**src/hdl/can_msg_pkg.sv**
```systemverilog
// Constants and types for the CAN message receive and transmit block
// Summary of operation
// RL1 - Receiver keeps only messages with the configured identifier on its interface.
// RL2 - A matching message presents its payload as eight bytes.
// RL3 - New-data flag is 1 in steps with new matching data, else 0.
// RL4 - Receive data stays eight bytes wide whatever the message length.
// RL5 - Both sides handle 11-bit base and 29-bit extended identifiers.
// RL6 - Filter format is base, extended, or auto: base below 2047.
// RL7 - Identifier comes from a register or a run-time input, per source bit.
// RL8 - Transmit length equals the byte width setting, one to eight.
// RL9 - Transmitter runs regular (periodic) or triggered.
// RL10 - Trigger sends on rising, falling or either change of zero state.
// RL11 - Regular mode repeats with the configured period.
// RL12 - Every sent message carries the transmit identifier.
// RL13 - Trigger starts as zero; no qualifying change sends nothing.
package can_msg_pkg;
  localparam int ID_W = 29;
  localparam int BASE_ID_W = 11;
  localparam int DATA_BYTES = 8;
  localparam int DATA_W = 64;
  localparam int LEN_W = 4;
  localparam int TRIG_W = 8;
  localparam int PERIOD_W = 16;
  localparam int ADDR_W = 8;
  localparam logic [ID_W-1:0] AUTO_BASE_LIMIT = 29'h00007ff;
  localparam int CLK_PERIOD_NS = 10;
  localparam int STEP_TIME_NS = 1000;
  localparam int STEP_CYC = STEP_TIME_NS / CLK_PERIOD_NS;
  localparam int STEP_CNT_W = $clog2(STEP_CYC);
  localparam logic [ADDR_W-1:0] OFF_CTRL = 8'h00;
  localparam logic [ADDR_W-1:0] OFF_RX_ID = 8'h04;
  localparam logic [ADDR_W-1:0] OFF_TX_ID = 8'h08;
  localparam logic [ADDR_W-1:0] OFF_TX_PERIOD = 8'h0c;
  localparam logic [ADDR_W-1:0] OFF_STATUS = 8'h10;
  localparam logic [ADDR_W-1:0] OFF_IRQ_STAT = 8'h14;
  localparam logic [ADDR_W-1:0] OFF_IRQ_MASK = 8'h18;
  localparam logic [ADDR_W-1:0] OFF_RX_LO = 8'h1c;
  localparam logic [ADDR_W-1:0] OFF_RX_HI = 8'h20;
  localparam int CTRL_RX_EN = 0;
  localparam int CTRL_TX_EN = 1;
  localparam int CTRL_RX_ID_SRC = 2;
  localparam int CTRL_TX_ID_SRC = 3;
  localparam int CTRL_RX_FMT = 4;
  localparam int CTRL_TX_FMT = 6;
  localparam int CTRL_TRIG_MODE = 8;
  localparam int CTRL_TRIG_TYPE = 9;
  localparam int CTRL_TX_LEN = 11;
  localparam int CTRL_RX_IF = 14;
  localparam int CTRL_TX_IF = 15;
  localparam int CTRL_W = 16;
  localparam logic [CTRL_W-1:0] CTRL_RST = 16'h3820;
  localparam logic [ID_W-1:0] ID_RST = 29'h0000000;
  localparam logic [PERIOD_W-1:0] PERIOD_RST = 16'h0001;
  localparam int IRQ_RX = 0;
  localparam int IRQ_TX = 1;
  localparam int IRQ_DROP = 2;
  localparam int IRQ_W = 3;
  localparam logic [IRQ_W-1:0] IRQ_MASK_RST = 3'h0;
  localparam int STAT_RX_NEW = 0;
  localparam int STAT_TX_PEND = 1;
  localparam logic [1:0] RESP_OKAY = 2'h0;
  localparam logic [1:0] RESP_SLVERR = 2'h2;
  typedef enum logic [1:0] {FMT_BASE, FMT_EXT, FMT_AUTO} fmt_t;
  typedef enum logic [1:0] {TRIG_RISE, TRIG_FALL, TRIG_EITHER} trig_t;

  function automatic logic use_ext(input logic [1:0] fmt, input logic [ID_W-1:0] id);
    case (fmt)
      FMT_BASE: use_ext = 1'b0;
      FMT_EXT: use_ext = 1'b1;
      default: use_ext = (id >= AUTO_BASE_LIMIT);
    endcase
  endfunction
endpackage

```
**src/hdl/can_tx_sched.sv**
```systemverilog
// Step scheduler that decides when a message is sent
`timescale 1ns/1ps
module can_tx_sched
  import can_msg_pkg::*;
(
  input wire logic sys_clk,
  input wire logic rst,
  input wire logic step_tick,
  input wire logic enable,
  input wire logic trig_mode,
  input wire logic [1:0] trig_type,
  input wire logic trig_level,
  input wire logic [can_msg_pkg::PERIOD_W-1:0] period,
  output logic fire
);
  import can_msg_pkg::*;
  logic trig_prev_q;
  logic trig_prev_d;
  logic [PERIOD_W-1:0] cnt_q;
  logic [PERIOD_W-1:0] cnt_d;
  logic [PERIOD_W-1:0] last_cnt;
  logic rise;
  logic fall;
  logic edge_hit;
  logic cnt_done;

  assign rise = trig_level & ~trig_prev_q;
  assign fall = ~trig_level & trig_prev_q;
  assign edge_hit = (trig_type == TRIG_RISE) ? rise :  // RL10
                    (trig_type == TRIG_FALL) ? fall : (rise | fall);
  // Zero period would wrap to the longest count; treat it as one step
  assign last_cnt = (period == '0) ? '0 : period - 16'h0001;
  assign cnt_done = (cnt_q >= last_cnt);  // RL11
  assign fire = step_tick & enable & (trig_mode ? edge_hit : cnt_done);  // RL9 RL13
  assign trig_prev_d = step_tick ? trig_level : trig_prev_q;
  assign cnt_d = (!enable || trig_mode) ? '0 :
                 !step_tick ? cnt_q :
                 cnt_done ? '0 : cnt_q + 16'h0001;

  always_ff @(posedge sys_clk or posedge rst)
  begin
    if (rst)
    begin
      trig_prev_q <= 1'b0;  // RL13
      cnt_q <= '0;
    end
    else
    begin
      trig_prev_q <= trig_prev_d;
      cnt_q <= cnt_d;
    end
  end
endmodule

```
**src/hdl/can_msg_blocks.sv**
```systemverilog
// CAN message receive and transmit block with AXI4-Lite registers
`timescale 1ns/1ps
module can_msg_blocks
  import can_msg_pkg::*;
(
  input wire logic sys_clk,
  input wire logic rst,
  input wire logic [can_msg_pkg::ADDR_W-1:0] s_axi_awaddr,
  input wire logic s_axi_awvalid,
  output logic s_axi_awready,
  input wire logic [31:0] s_axi_wdata,
  input wire logic [3:0] s_axi_wstrb,
  input wire logic s_axi_wvalid,
  output logic s_axi_wready,
  output logic [1:0] s_axi_bresp,
  output logic s_axi_bvalid,
  input wire logic s_axi_bready,
  input wire logic [can_msg_pkg::ADDR_W-1:0] s_axi_araddr,
  input wire logic s_axi_arvalid,
  output logic s_axi_arready,
  output logic [31:0] s_axi_rdata,
  output logic [1:0] s_axi_rresp,
  output logic s_axi_rvalid,
  input wire logic s_axi_rready,
  output logic irq,
  output logic step_tick,
  input wire logic rx_msg_valid,
  input wire logic rx_msg_if,
  input wire logic [can_msg_pkg::ID_W-1:0] rx_msg_id,
  input wire logic rx_msg_ext,
  input wire logic [can_msg_pkg::LEN_W-1:0] rx_msg_len,
  input wire logic [can_msg_pkg::DATA_W-1:0] rx_msg_data,
  output logic tx_msg_valid,
  input wire logic tx_msg_ready,
  output logic tx_msg_if,
  output logic [can_msg_pkg::ID_W-1:0] tx_msg_id,
  output logic tx_msg_ext,
  output logic [can_msg_pkg::LEN_W-1:0] tx_msg_len,
  output logic [can_msg_pkg::DATA_W-1:0] tx_msg_data,
  input wire logic [can_msg_pkg::ID_W-1:0] rx_id_in,
  output logic [can_msg_pkg::DATA_W-1:0] rx_data,
  output logic rx_new,
  input wire logic [can_msg_pkg::ID_W-1:0] tx_id_in,
  input wire logic [can_msg_pkg::DATA_W-1:0] tx_data_in,
  input wire logic [can_msg_pkg::TRIG_W-1:0] tx_trigger
);
  import can_msg_pkg::*;

  function automatic logic [31:0] merge(input logic [31:0] old, input logic [31:0] nw,
                                        input logic [3:0] strb);
    logic [31:0] res;
    res = old;
    for (int i = 0; i < 4; i++)
      if (strb[i])
        res[8*i +: 8] = nw[8*i +: 8];
    merge = res;
  endfunction

  // Simulation step generator
  logic [STEP_CNT_W-1:0] step_cnt_q;
  logic [STEP_CNT_W-1:0] step_cnt_d;
  assign step_tick = (step_cnt_q == STEP_CNT_W'(STEP_CYC - 1));
  assign step_cnt_d = step_tick ? '0 : step_cnt_q + STEP_CNT_W'(1);

  // Registers
  logic [CTRL_W-1:0] ctrl_q;
  logic [ID_W-1:0] rx_id_q;
  logic [ID_W-1:0] tx_id_q;
  logic [PERIOD_W-1:0] period_q;
  logic [IRQ_W-1:0] irq_stat_q;
  logic [IRQ_W-1:0] irq_stat_d;
  logic [IRQ_W-1:0] irq_mask_q;
  logic [IRQ_W-1:0] irq_set;
  logic [IRQ_W-1:0] irq_clr;

  // AXI4-Lite write side: address and data latch independently
  logic aw_full_q;
  logic w_full_q;
  logic [ADDR_W-1:0] aw_addr_q;
  logic [31:0] wdata_q;
  logic [3:0] wstrb_q;
  logic bvalid_q;
  logic [1:0] bresp_q;
  logic do_write;
  logic wr_hit;
  logic [31:0] wr_ctrl;
  logic [31:0] wr_rx_id;
  logic [31:0] wr_tx_id;
  logic [31:0] wr_period;
  logic [31:0] wr_stat;
  logic [31:0] wr_mask;

  assign s_axi_awready = !aw_full_q;
  assign s_axi_wready = !w_full_q;
  assign do_write = aw_full_q && w_full_q && !bvalid_q;
  assign wr_hit = (aw_addr_q == OFF_CTRL) || (aw_addr_q == OFF_RX_ID)
                || (aw_addr_q == OFF_TX_ID) || (aw_addr_q == OFF_TX_PERIOD)
                || (aw_addr_q == OFF_IRQ_STAT) || (aw_addr_q == OFF_IRQ_MASK)
                || (aw_addr_q == OFF_STATUS) || (aw_addr_q == OFF_RX_LO)
                || (aw_addr_q == OFF_RX_HI);
  assign wr_ctrl = merge({16'h0000, ctrl_q}, wdata_q, wstrb_q);
  assign wr_rx_id = merge({3'h0, rx_id_q}, wdata_q, wstrb_q);
  assign wr_tx_id = merge({3'h0, tx_id_q}, wdata_q, wstrb_q);
  assign wr_period = merge({16'h0000, period_q}, wdata_q, wstrb_q);
  assign wr_stat = merge(32'h00000000, wdata_q, wstrb_q);
  assign wr_mask = merge({29'h00000000, irq_mask_q}, wdata_q, wstrb_q);
  assign s_axi_bvalid = bvalid_q;
  assign s_axi_bresp = bresp_q;

  // Read side answers in the cycle after the address is taken
  logic rvalid_q;
  logic [31:0] rdata_q;
  logic [1:0] rresp_q;
  logic [31:0] rd_mux;
  logic rd_hit;
  logic [31:0] status_word;
  logic tx_valid_q;
  logic rx_new_q;
  assign s_axi_arready = !rvalid_q;
  assign s_axi_rvalid = rvalid_q;
  assign s_axi_rdata = rdata_q;
  assign s_axi_rresp = rresp_q;
  assign status_word = {30'h00000000, tx_valid_q, rx_new_q};
  assign rd_hit = wr_hit_rd(s_axi_araddr);
  assign rd_mux = (s_axi_araddr == OFF_CTRL) ? {16'h0000, ctrl_q} :
                  (s_axi_araddr == OFF_RX_ID) ? {3'h0, rx_id_q} :
                  (s_axi_araddr == OFF_TX_ID) ? {3'h0, tx_id_q} :
                  (s_axi_araddr == OFF_TX_PERIOD) ? {16'h0000, period_q} :
                  (s_axi_araddr == OFF_STATUS) ? status_word :
                  (s_axi_araddr == OFF_IRQ_STAT) ? {29'h00000000, irq_stat_q} :
                  (s_axi_araddr == OFF_IRQ_MASK) ? {29'h00000000, irq_mask_q} :
                  (s_axi_araddr == OFF_RX_LO) ? rx_data[31:0] :
                  (s_axi_araddr == OFF_RX_HI) ? rx_data[63:32] : 32'h00000000;

  function automatic logic wr_hit_rd(input logic [ADDR_W-1:0] a);
    wr_hit_rd = (a == OFF_CTRL) || (a == OFF_RX_ID) || (a == OFF_TX_ID)
              || (a == OFF_TX_PERIOD) || (a == OFF_STATUS) || (a == OFF_IRQ_STAT)
              || (a == OFF_IRQ_MASK) || (a == OFF_RX_LO) || (a == OFF_RX_HI);
  endfunction

  // Receive path
  logic [ID_W-1:0] rx_cfg_id;
  logic rx_want_ext;
  logic [ID_W-1:0] rx_cmp_id;
  logic rx_match;
  logic [DATA_W-1:0] rx_fill;
  logic rx_pend_q;
  logic rx_pend_d;
  logic [DATA_W-1:0] rx_buf_q;
  logic [DATA_W-1:0] rx_data_q;

  assign rx_cfg_id = ctrl_q[CTRL_RX_ID_SRC] ? rx_id_in : rx_id_q;  // RL7
  assign rx_want_ext = use_ext(ctrl_q[CTRL_RX_FMT +: 2], rx_cfg_id);  // RL6
  // Base frames carry only the low 11 identifier bits
  assign rx_cmp_id = rx_msg_ext ? rx_msg_id
                   : {{(ID_W-BASE_ID_W){1'b0}}, rx_msg_id[BASE_ID_W-1:0]};  // RL5
  assign rx_match = rx_msg_valid && ctrl_q[CTRL_RX_EN]
                 && (rx_msg_if == ctrl_q[CTRL_RX_IF])
                 && (rx_msg_ext == rx_want_ext)
                 && (rx_cmp_id == rx_cfg_id);  // RL1
  // Hardware set wins over the step-boundary clear
  assign rx_pend_d = rx_match | (rx_pend_q & ~step_tick);  // RL3
  assign rx_data = rx_data_q;
  assign rx_new = rx_new_q;

  // Transmit path
  logic fire;
  logic [ID_W-1:0] tx_cfg_id;
  logic tx_use_ext;
  logic [LEN_W-1:0] tx_len_cfg;
  logic [DATA_W-1:0] tx_fill;
  logic [ID_W-1:0] tx_id_q2;
  logic tx_ext_q;
  logic tx_if_q;
  logic [LEN_W-1:0] tx_len_q;
  logic [DATA_W-1:0] tx_data_q;
  logic tx_load;
  logic tx_drop;

  assign tx_len_cfg = {1'b0, ctrl_q[CTRL_TX_LEN +: 3]} + 4'h1;  // RL8
  assign tx_cfg_id = ctrl_q[CTRL_TX_ID_SRC] ? tx_id_in : tx_id_q;  // RL7
  assign tx_use_ext = use_ext(ctrl_q[CTRL_TX_FMT +: 2], tx_cfg_id);  // RL5
  // A send while the last one waits would break the held payload, so it drops
  assign tx_load = fire && !tx_valid_q;
  assign tx_drop = fire && tx_valid_q;

  genvar gi;
  generate
    for (gi = 0; gi < DATA_BYTES; gi++)
    begin : g_byte
      assign rx_fill[8*gi +: 8] = (LEN_W'(gi) < rx_msg_len) ? rx_msg_data[8*gi +: 8]
                                : 8'h00;  // RL4
      assign tx_fill[8*gi +: 8] = (LEN_W'(gi) < tx_len_cfg) ? tx_data_in[8*gi +: 8]
                                : 8'h00;  // RL8
    end
  endgenerate

  can_tx_sched u_sched (
    .sys_clk(sys_clk),
    .rst(rst),
    .step_tick(step_tick),
    .enable(ctrl_q[CTRL_TX_EN]),
    .trig_mode(ctrl_q[CTRL_TRIG_MODE]),
    .trig_type(ctrl_q[CTRL_TRIG_TYPE +: 2]),
    .trig_level(tx_trigger != '0),
    .period(period_q),
    .fire(fire)
  );

  assign tx_msg_valid = tx_valid_q;
  assign tx_msg_id = tx_id_q2;
  assign tx_msg_ext = tx_ext_q;
  assign tx_msg_if = tx_if_q;
  assign tx_msg_len = tx_len_q;
  assign tx_msg_data = tx_data_q;

  // Interrupts
  assign irq_set = {tx_drop, tx_valid_q & tx_msg_ready, rx_match};
  assign irq_clr = (do_write && aw_addr_q == OFF_IRQ_STAT) ? wr_stat[IRQ_W-1:0] : '0;
  assign irq_stat_d = irq_set | (irq_stat_q & ~irq_clr);
  assign irq = |(irq_stat_q & irq_mask_q);

  always_ff @(posedge sys_clk or posedge rst)
  begin
    if (rst)
    begin
      step_cnt_q <= '0;
      aw_full_q <= 1'b0;
      w_full_q <= 1'b0;
      aw_addr_q <= '0;
      wdata_q <= '0;
      wstrb_q <= '0;
      bvalid_q <= 1'b0;
      bresp_q <= RESP_OKAY;
      rvalid_q <= 1'b0;
      rdata_q <= '0;
      rresp_q <= RESP_OKAY;
    end
    else
    begin
      step_cnt_q <= step_cnt_d;
      if (s_axi_awvalid && !aw_full_q)
      begin
        aw_full_q <= 1'b1;
        aw_addr_q <= s_axi_awaddr;
      end
      else if (do_write)
        aw_full_q <= 1'b0;
      if (s_axi_wvalid && !w_full_q)
      begin
        w_full_q <= 1'b1;
        wdata_q <= s_axi_wdata;
        wstrb_q <= s_axi_wstrb;
      end
      else if (do_write)
        w_full_q <= 1'b0;
      if (do_write)
      begin
        bvalid_q <= 1'b1;
        bresp_q <= wr_hit ? RESP_OKAY : RESP_SLVERR;
      end
      else if (s_axi_bready)
        bvalid_q <= 1'b0;
      if (s_axi_arvalid && !rvalid_q)
      begin
        rvalid_q <= 1'b1;
        rdata_q <= rd_mux;
        rresp_q <= rd_hit ? RESP_OKAY : RESP_SLVERR;
      end
      else if (s_axi_rready)
        rvalid_q <= 1'b0;
    end
  end

  always_ff @(posedge sys_clk or posedge rst)
  begin
    if (rst)
    begin
      ctrl_q <= CTRL_RST;
      rx_id_q <= ID_RST;
      tx_id_q <= ID_RST;
      period_q <= PERIOD_RST;
      irq_mask_q <= IRQ_MASK_RST;
      irq_stat_q <= '0;
    end
    else
    begin
      irq_stat_q <= irq_stat_d;
      if (do_write && aw_addr_q == OFF_CTRL)
        ctrl_q <= wr_ctrl[CTRL_W-1:0];
      if (do_write && aw_addr_q == OFF_RX_ID)
        rx_id_q <= wr_rx_id[ID_W-1:0];
      if (do_write && aw_addr_q == OFF_TX_ID)
        tx_id_q <= wr_tx_id[ID_W-1:0];
      if (do_write && aw_addr_q == OFF_TX_PERIOD)
        period_q <= wr_period[PERIOD_W-1:0];
      if (do_write && aw_addr_q == OFF_IRQ_MASK)
        irq_mask_q <= wr_mask[IRQ_W-1:0];
    end
  end

  always_ff @(posedge sys_clk or posedge rst)
  begin
    if (rst)
    begin
      rx_pend_q <= 1'b0;
      rx_buf_q <= '0;
      rx_data_q <= '0;
      rx_new_q <= 1'b0;
    end
    else
    begin
      rx_pend_q <= rx_pend_d;
      if (rx_match)
        rx_buf_q <= rx_fill;  // RL2
      if (step_tick)
      begin
        rx_new_q <= rx_pend_q;  // RL3
        if (rx_pend_q)
          rx_data_q <= rx_buf_q;  // RL2
      end
    end
  end

  always_ff @(posedge sys_clk or posedge rst)
  begin
    if (rst)
    begin
      tx_valid_q <= 1'b0;
      tx_id_q2 <= '0;
      tx_ext_q <= 1'b0;
      tx_if_q <= 1'b0;
      tx_len_q <= '0;
      tx_data_q <= '0;
    end
    else if (tx_load)
    begin
      tx_valid_q <= 1'b1;
      tx_id_q2 <= tx_use_ext ? tx_cfg_id
                : {{(ID_W-BASE_ID_W){1'b0}}, tx_cfg_id[BASE_ID_W-1:0]};  // RL12
      tx_ext_q <= tx_use_ext;
      tx_if_q <= ctrl_q[CTRL_TX_IF];
      tx_len_q <= tx_len_cfg;
      tx_data_q <= tx_fill;
    end
    else if (tx_msg_ready)
      tx_valid_q <= 1'b0;
  end
endmodule

```
**config.mk**
```make
export PLATFORM = sky130hd
export DESIGN_NAME = can_msg_blocks
export DESIGN_NICKNAME = d
export VERILOG_FILES = /design/src/hdl/can_msg_pkg.sv /design/src/hdl/can_tx_sched.sv /design/src/hdl/can_msg_blocks.sv
export SDC_FILE = /design/constraint.sdc
export NUM_CORES = 1
export LEC_CHECK = 0
export BUFFER_PORTS_ARGS = -buffer_cell sky130_fd_sc_hd__buf_2
export CORE_MARGIN = 8
export CORE_UTILIZATION = 25
export CTS_CLUSTER_DIAMETER = 200
export DETAILED_ROUTE_END_ITERATION = 8
export SLEW_MARGIN = 10
export SYNTH_ARGS = -nofsm -noshare
export SYNTH_HDL_FRONTEND = slang
export SYNTH_SLANG_ARGS = --single-unit
```
**constraint.sdc**
```tcl
create_clock -name sys_clk -period 37 [get_ports sys_clk]
set_input_delay 0 -clock sys_clk [delete_from_list [all_inputs] [get_ports sys_clk]]
set_output_delay 0 -clock sys_clk [all_outputs]
set_load 0.1 [all_outputs]
```
; Word level (Yosys, flattened, before mapping)
; Index checks and enable logic that the tools add are counted.
[word_totals]
ff_bits = 431
latch_bits = 0
ram_bits = 0
romBits = 0
output_inout_bits = 208
memories = 0
[classes]
n_addsub = 4
mul = 0
div = 0
n_lt_le_gt_ge = 19
n_eq_ne = 23
n_shift = 0
muxes = 52
n_bitwise = 15
n_reduce_logical = 68
[op_table]
columns = cell, count
row1 = two-way mux 32 bit, 9
row2 = two-way mux 8 bit, 16
row3 = two-way mux 29 bit, 4
row4 = "== test 8 x 5 -> 1 bit, second input constant", 8
row5 = two-way mux 16 bit, 4
row6 = ">= comparator 29 x 11 -> 1 bit, second input constant", 2
row7 = "== test 8 x 4 -> 1 bit, second input constant", 4
row8 = "less-than comparator 3 x 4 -> 1 bit, first input constant", 8
row9 = == test 29 bit, 1
row10 = AND reduction 2 bit, 14
row11 = logical AND 1 bit, 17
row12 = logical OR 1 bit, 17
row13 = "adder 16 x 1 -> 16 bit, second input constant", 1
row14 = "== test 8 x 3 -> 1 bit, second input constant", 2
row15 = "== test 8 x 6 -> 1 bit, second input constant", 2
row16 = >= comparator 16 bit, 1
row17 = logical NOT 16 bit, 1
row18 = logical NOT 8 bit, 2
row19 = "less-than comparator 1 x 4 -> 1 bit, first input constant", 4
row20 = "less-than comparator 2 x 4 -> 1 bit, first input constant", 4
row21 = "subtractor 16 x 1 -> 16 bit, second input constant", 1
row22 = two-way mux 1 bit, 12
row23 = nonzero test 2 bit, 6
row24 = nonzero test 8 bit, 1
row25 = 18 further kinds, 40

; Logic depth before layout (Yosys ltp)
; Gate-level depths: netlist of the first run.
[logic_depth]
depth_word = 10
ltp_mapped = 16
ltp_nobuf = 14

; By module
; A second synthesis of the first run with hierarchy kept.
[hier_totals]
hier_cells = 1760
area_unflattened_um2 = 20125.6
[by_module_without_submodules]
columns = mod, n_inst, cells_each, area_each_um2, seq_area_each_um2
row1 = can_msg_blocks, 1, 1548, 18403.9, 10316.1
row2 = can_tx_sched, 1, 212, 1721.7, 425.4

; Least setup slack after synthesis of the first run
; No wires, ideal clock.
[synth_path]
path_kind = register -> register
startpoint = register period_q[2]
endpoint = register tx_data_q[39], in the netlist tx_msg_data[39]
arrival_time_ns = 3.589
t_required_ns = 36.872
path_slack_ns = 33.283
path_stages_with_launch = 16
path_buffers = 3
period_less_slack_ns = 3.717
cell_sequence = dfrtp_1 nor4_1 nand3_1 nor2_1 nand4_1 clkbuf_1 nand2_1 ha_1 a21o_1 a211oi_1 nand2_1 a2111oi_0 nor4b_1 buf_2 buf_6 mux2_1
[synth_via]
elab_chain_len = 6
word_cells_on_any_way = 7
cone_classes = add/sub: 1 / order compare: 1 / mux: 2 / bitwise: 1 / reduce/logical: 2
[synth_lines]
columns = element, line
row1 = from (decl), can_msg_blocks.sv:69  ; logic [PERIOD_W-1:0] period_q;
row2 = from (signal assigned), can_msg_blocks.sv:296  ; period_q <= wr_period[PERIOD_W-1:0];
row3 = subtractor 16 x 1 -> 16 bit or logical NOT 16 bit (tied branches), can_tx_sched.sv:32  ; assign last_cnt = (period == '0) ? '0 : period - 16'h0001;
row4 = two-way mux 16 bit (*), can_tx_sched.sv:32
row5 = >= comparator 16 bit (*), can_tx_sched.sv:33  ; assign cnt_done = (cnt_q >= last_cnt);
row6 = two-way mux 1 bit (*), can_tx_sched.sv:34  ; assign fire = step_tick & enable & (trig_mode ? edge_hit : cnt_done);
row7 = bitwise AND 1 bit (*), can_tx_sched.sv:34
row8 = logical AND 1 bit (*), can_msg_blocks.sv:184  ; assign tx_load = fire && !tx_valid_q;
row9 = to (signal assigned), can_msg_blocks.sv:344  ; tx_data_q <= tx_fill;
row10 = to (decl), can_msg_blocks.sv:176  ; logic [DATA_W-1:0] tx_data_q;
; Mark *: on every way between the ends. The rest lies on a longest branch, timed or not.
; A chain may end at the register's enable or synchronous reset.

; Worst setup path in the final report of the first run
[layout_path]
startpoint = register period_q[2]
endpoint = register tx_data_q[52], in the netlist tx_msg_data[52]
; Same word-level chain as after synthesis.

==> impl_metrics.env, run 1 <==
export IMPL_fill_cells=8172
export IMPL_die_w_um=304
export IMPL_setup_viol=0
export IMPL_critPathLaunchType="flop"
export IMPL_antenna_found_initial=8
export IMPL_fin_crit_sh_pct=16.1
export IMPL_skew_ns=0.0267
export IMPL_dp_final_hpwl_um=60800
export IMPL_rows=105
export IMPL_pre_cts_slack_ns=31.01
export IMPL_ys_flop_type="dfrtp_1"
export IMPL_critPathSlowestCell="buf_4"
export IMPL_drt_iter0_markers=1259
export IMPL_die_area_um2=92400
export IMPL_fmax_mhz=167
export IMPL_synth_edff_count=0
export IMPL_die_h_um=304
export IMPL_place_congestion=0.871
export IMPL_cts_tree="built"
export IMPL_core_um2=82100
export IMPL_cts_buffer_depth=3
export IMPL_cts_sinks=429
export IMPL_ys_ff_latch=429
export IMPL_clock_latency_ns=0.61
export IMPL_overflow=0
export IMPL_crit_type="reg2reg"
export IMPL_fin_nets=2850
export IMPL_area_growth_pct=36.8
export IMPL_grt_usage_pct=16.9
export IMPL_clockRootBuffer="clkbuf_16"
export IMPL_r2r_slack_ns=31.03
export IMPL_clkTransAtPathRegs_ns=0.06
export IMPL_cap_violations=0
export IMPL_hold_worst_slack_ns=0.0376
export IMPL_cp_data_arrival_time_ns=6.45
export IMPL_grt_setup_unrepaired="no"
export IMPL_first_global_vias=18000
export IMPL_vias=16900
export IMPL_start_util_pct=25.2
export IMPL_violations="DRC"
export IMPL_register_area_um2=10700
export IMPL_yosys_area_top_type_share_pct=51.2
export IMPL_min_path_type="in2reg"
export IMPL_cp_end_kind="flop"
export IMPL_wl_per_cell_um=22.0
export IMPL_viasPerCell=4.65
export IMPL_ioPinCount=498
export IMPL_path_common_cell="buf_4"
export IMPL_period_minus_slack_ns=5.97
export IMPL_crit_path_max_incr_delay_ns=0.83
export IMPL_synth_top_area_cell="dfrtp_1"
export IMPL_status="complete, but fails checks"
export IMPL_whs_path_depth=5
export IMPL_finish_utilization_pct=34.5
export IMPL_path_cells="nor4_1 > nand3_1 > nor2_1 > nand4_1 > and2_1 > ha_1 > nand2b_1 > a21o_1 > a21oi_1 > o21ai_0 > a2111oi_1 > buf_4 > nor4b_2 > buf_4 > buf_4 > mux2_2"
export IMPL_power_per_cell_area_nw_per_um2=52.4
export IMPL_reg2reg_depth=16
export IMPL_drive_gt1_share_pct=35.6
export IMPL_numPortBuffers=492
export IMPL_grt_pass1_wl_um=119000
export IMPL_grt_start_max_net_pins=118
export IMPL_ctsResizeCount=0
export IMPL_ant_nets=0
export IMPL_irDropWorstVdd_uv=38.1
export IMPL_first_pass_iters=9
export IMPL_layout_cells_non_filler=3645
export IMPL_synth_cell_types=65
export IMPL_multiInputGateArea_um2=9190
export IMPL_setup_tns_ns=0
export IMPL_avgSynthCellArea_um2=11.4
export IMPL_synthCells=1820
export IMPL_hold_viol=0
export IMPL_p_leak_nw=13.8
export IMPL_placedCellCount=3322
export IMPL_ys_top_cells_by_area="dfrtp_1 (51%), mux2_2 (14%), mux2i_1 (6.1%)"
export IMPL_worst_slew_pin_slew_ns=1.09
export IMPL_seq_area_frac_synth_pct=51.8
export IMPL_slew_limit_headroom_pct=26.7
export IMPL_cp_data_required_time_ns=37.48
export IMPL_wl_um=80200
export IMPL_ys_warn_count=0
export IMPL_ctsHtreeMaxLevel=2
export IMPL_numCtsBuffers=52
export IMPL_synthesis_area_um2=20700
export IMPL_fin_ws_ns=31.03
export IMPL_critical_path_max_fanout=57
export IMPL_ys_async_sr_fraction_pct=100
export IMPL_drcViolationCount=1
export IMPL_finalMaxSlewViolations=0
==> what timing repair did <==
item | CTS | global route
setup buffers | 0 | 0
hold endpoints to repair | 335 | 0
hold buffers | 230 | 0
==> worst paths after layout <==
| check | start | to |
|---|---|---|
| setup / recovery | period_q[2]$_DFFE_PP0P_ | tx_msg_data[52]$_DFFE_PP0P_ |
| hold / removal | rx_msg_len[1] | rx_buf_q[8]$_DFFE_PP0P_ |
| setup reg to reg | period_q[2]$_DFFE_PP0P_ | tx_msg_data[52]$_DFFE_PP0P_ |
| max in group asynchronous | rst | rx_buf_q[52]$_DFFE_PP0P_ |
| hold reg to reg | step_cnt_q[0]$_DFF_PP0_ | step_cnt_q[0]$_DFF_PP0_ |
| min in group asynchronous | rst | aw_addr_q[5]$_DFFE_PP0P_ |
==> placed cells by master, fill, tap and decap left out, types with 20 or more instances in the layout <==
master / n
a21oi_1: 35
a222oi_1: 20
buf_2: 492
buf_4: 27
clkbuf_16: 52
dfrtp_1: 422
dlygate4sd3_1: 230
ha_1: 24
inv_1: 105
mux2_2: 266
mux2_4: 22
mux2i_1: 126
nand2_1: 215
nand3_1: 30
nor2_1: 81
nor2b_1: 61
o21ai_0: 46
xnor2_1: 21
xor2_1: 24
==> state kept, by name, summed over array words and instances, names as in the netlist, 3 cells and up <==
signal and flops:
rx_buf_q 64, rx_data 64, tx_msg_data 64, s_axi_rdata 32
rx_id_q 29, tx_id_q 29, tx_msg_id 29, wdata_q 29
ctrl_q 16, period_q 16, u_sched.cnt_q 16, aw_addr_q 8
step_cnt_q 7, tx_msg_len 4, wstrb_q 4, irq_mask_q 3
irq_stat_q 3
==> cell type report <==
class                      count  area share [%]
sequential                   429            37.9
multi-input combinational   1198            32.4
timing repair buffer         749            17.5
clock buffer                  70            5.14
tap                         1070            4.72
inverter                     106            1.43
clock inverter                18           0.851
antenna                        5          0.0441
==> cells in the mapped netlist, types with 7 or more instances <==
master and n:
nand4_1 16, nor2_1 83, xor2_1 24, dfrtp_1 424, nand2b_1 15, or4_1 7
buf_4 15, mux2i_1 126, o221ai_1 10, buf_1 8, buf_2 12, a221o_1 9
o22ai_1 16, nand3_1 30, mux2_2 266, mux2_4 22, and3_1 13, xnor2_1 21
nor3_1 19, ha_1 24, a31oi_1 17, o21ai_0 46, nand2_1 216, a22o_1 7
nor2b_1 63, clkbuf_1 48, nor4_1 16, o31ai_1 14, a21oi_1 35, inv_1 106
a222oi_1 20
==> layer usage <==
layer,vias up,global-route usage (%),share of wire [%]
met4,6,5.06,3.1
met1,8372,21.2,43
met5,-,0,0.052
met2,601,27.5,46
met3,137,5.50,8.0
li1,7830,-,-
==> worst max-delay path: cells and delay by family, from the launching register on <==
kind	cells	cell delay, ns
AO/OA/AOI/OAI	4	0.54
adder cells (fa/ha/maj)	1	0.27
buffers and inverters	3	1.70
flip-flops	1	0.45
multiplexers	1	0.42
AND/OR/NAND/NOR	7	2.41
==> kinds of logic (layout without fill, tap and decap cells) <==
kind of cell,after synthesis,in the layout,share of synthesized area [%]
and+or+nand+nor,506,506,11.6
DFF,429,429,51.8
muxes,416,416,22.2
AOI/OAI and AO/OA,205,205,6.97
buffers and inverters,194,943,4.04
xor gates and xnor gates,45,45,1.90
adders and majority gates,24,24,1.45
other,1,7,0.0181
==> per-stage QoR <==
stage / instance area [µm²] / power (mW)
after CTS: 28300 / 1.51
after global placement: 24300 / 0.960
after global routing: 28400 / 1.56
after floorplan: 20700 / 0.824
after detailed placement: 24300 / 0.965
final: 28400 / 1.49
==> power by group <==
part | switching [mW] | total [mW] | internal, mW | leakage [nW]
sequential | 0.0704 | 0.584 | 0.513 | 5.42
combinational | 0.233 | 0.390 | 0.157 | 7.53
clock | 0.210 | 0.513 | 0.304 | 0.841
total | 0.513 | 1.49 | 0.974 | 13.8
Power figures use the tool's default switching activity.
==> inputs of run 2 (changes only) <==
- clock period: 37 -> 6.2 ns (I/O delays scaled with it)
==> impl_metrics.env, run 2 (synthesis gave the netlist of run 1 again) <==
export IMPL_path_cells="nor4_1 > nand3_1 > nor2_1 > nand2_1 > nor3_1 > xnor2_1 > nand2_1 > ha_1 > a21o_1 > a211oi_1 > nand2_1 > a41oi_1 > buf_4 > nor4b_2 > buf_12 > mux2_2"
export IMPL_vias=17100
export IMPL_clock_latency_ns=0.63
export IMPL_antenna_found_initial=11
export IMPL_ioPinCount=498
export IMPL_post_cts_buffers=0
export IMPL_hold_start="rx_msg_len[1]"
export IMPL_r2r_end="tx_msg_len[3]$_DFFE_PP0P_"
export IMPL_min_to="rx_buf_q[2]$_DFFE_PP0P_"
export IMPL_drive_gt1_share_pct=35.7
export IMPL_mostFrequentLayoutCell="buf_2"
export IMPL_place_congestion=0.866
export IMPL_numPortBuffers=492
export IMPL_start_util_pct=25.2
export IMPL_grt_usage_pct=16.9
export IMPL_wl_um=81100
export IMPL_area_growth_pct=37.6
export IMPL_setup_tns_ns=0
export IMPL_postPlaceCellArea_um2=24400
export IMPL_ant_nets=0
export IMPL_slew_limit_headroom_pct=27.8
export IMPL_grt_start_max_net_pins=135
export IMPL_dp_final_hpwl_um=60400
export IMPL_drcViolationCount=0
export IMPL_die_w_um=304
export IMPL_clockRootBuffer="clkbuf_16"
export IMPL_crit_path_max_incr_delay_ns=0.60
export IMPL_grt_util_met1_pct=22.0
export IMPL_first_pass_iters=5
export IMPL_skew_ns=0.0575
export IMPL_cp_end_kind="flop"
export IMPL_period_minus_slack_ns=4.63
export IMPL_cts_sinks=429
export IMPL_fin_crit_sh_pct=74.7
export IMPL_grt_setup_unrepaired="no"
export IMPL_r2r_slack_ns=1.57
export IMPL_die_area_um2=92400
export IMPL_wl_per_cell_um=22.2
export IMPL_grt_pass1_wl_um=120000
export IMPL_ctsHtreeMaxLevel=2
export IMPL_critPathBufInv=2
export IMPL_fin_nets=2849
export IMPL_cp_data_required_time_ns=6.66
export IMPL_cp_top_family="simple AND/OR/NAND/NOR gates"
export IMPL_critPathSlowestCell="nor4_1"
export IMPL_die_h_um=304
export IMPL_final_cell_mix="buf_2 (492), dfrtp_1 (422), mux2_2 (266)"
export IMPL_cts_buffer_depth=3
export IMPL_finalMaxSlewViolations=0
export IMPL_p_leak_nw=13.8
export IMPL_rows=105
export IMPL_fin_area_um2=28500
export IMPL_met3_usage_pct=4.46
export IMPL_power_per_cell_area_nw_per_um2=319
export IMPL_status="finished clean"
export IMPL_min_path_type="in2reg"
export IMPL_r2r_start="period_q[2]$_DFFE_PP0P_"
export IMPL_cts_tree="built"
export IMPL_cap_violations=0
export IMPL_fmax_mhz=216
export IMPL_finish_utilization_pct=34.7
export IMPL_overflow=0
export IMPL_clkTransAtPathRegs_ns=0.07
export IMPL_core_um2=82100
export IMPL_numCtsBuffers=52
export IMPL_whs_path_depth=5
export IMPL_placedCellCount=3320
export IMPL_finalPower_mw=9.09
export IMPL_cp_data_arrival_time_ns=5.09
export IMPL_worst_slew_pin_slew_ns=1.08
export IMPL_path_common_cell="nand2_1"
export IMPL_first_global_vias=17900
export IMPL_drt_iter0_markers=1411
export IMPL_busiest_layer="met2"
export IMPL_critical_path_max_fanout=99
export IMPL_critPathLaunchType="flop"
export IMPL_grtUsageMet2_pct=27.5
export IMPL_reg2reg_depth=16
export IMPL_layout_cells_non_filler=3652
export IMPL_irDropWorstVdd_uv=288
export IMPL_setup_viol=0
export IMPL_viasPerCell=4.68
export IMPL_hold_viol=0
export IMPL_crit_type="reg2reg"
==> run 2: changes by cell type in the layout (fill, tap and decap cells not counted), sizes merged <==
cell         change
dlygate4sd3      +1
bufinv           +2
buf              -2
inv              -2
clkinvlp         +6
clkinv           -4
diode            +2
clkbuf           +4
==> run 2: power breakdown <==
part	internal [mW]	total, mW	switching [mW]
Sequential	3.06	3.49	0.430
Clock	1.94	3.23	1.29
Combinational	0.950	2.36	1.41
Total	5.96	9.09	3.13
==> run 2: layout make-up <==
type / count / area (µm²)
multi-input cells: 1198 / 9200
flip-flops and latches: 429 / 10700
clock buffers: 74 / 1510
fillers: 8077 / 53600
diodes: 7 / 17.5
inverters: 106 / 402
well taps: 1070 / 1340
repair buffers: 748 / 5010
clock inverters: 20 / 313
==> run 2: timing repair <==
action	in CTS	in global routing
hold endpoints to repair	250	0
hold buffers	231	0
gates resized for setup	0	0
==> run 2: layer usage <==
layer | routed length [µm] | part of all wire (%)
met3 | 5730 | 7.1
met5 | 39 | 0.048
met4 | 2450 | 3.0
met2 | 37300 | 46
met1 | 35600 | 44
==> run 2: tightest hold or removal path, cell delays in order <==
cell	delay [ns]
buf_2	0.13
nor4_1	0.06
buf_4	0.18
nor2b_1	0.11
mux2_2	0.14
==> run 2: worst max-delay path by stage <==
| stage | start | endpoint | slack (ns) | cells after the start |
|---|---|---|---|---|
| 4_1_cts | period_q[2]$_DFFE_PP0P_ | tx_msg_data[39]$_DFFE_PP0P_ | 1.64 | 15 |
| 2_1_floorplan | rst | aw_addr_q[0]$_DFFE_PP0P_ | 0.41 | 1 |
| 5_1_grt | period_q[2]$_DFFE_PP0P_ | tx_msg_data[39]$_DFFE_PP0P_ | 1.15 | 15 |
| 6_report | period_q[2]$_DFFE_PP0P_ | tx_msg_len[3]$_DFFE_PP0P_ | 1.57 | 16 |
| 3_5_place_dp | period_q[2]$_DFFE_PP0P_ | tx_msg_data[39]$_DFFE_PP0P_ | 1.72 | 15 |
| 3_3_place_gp | period_q[2]$_DFFE_PP0P_ | tx_msg_data[39]$_DFFE_PP0P_ | 1.76 | 15 |
==> run 2: through the flow <==
step,hold WS [ns],setup WS [ns]
2_1_floorplan,0.0964,0.413
3_3_place_gp,0.188,1.76
3_5_place_dp,0.184,1.72
4_1_cts,0.00428,1.64
5_1_grt,0.0328,1.15
6_report,0.0364,1.57
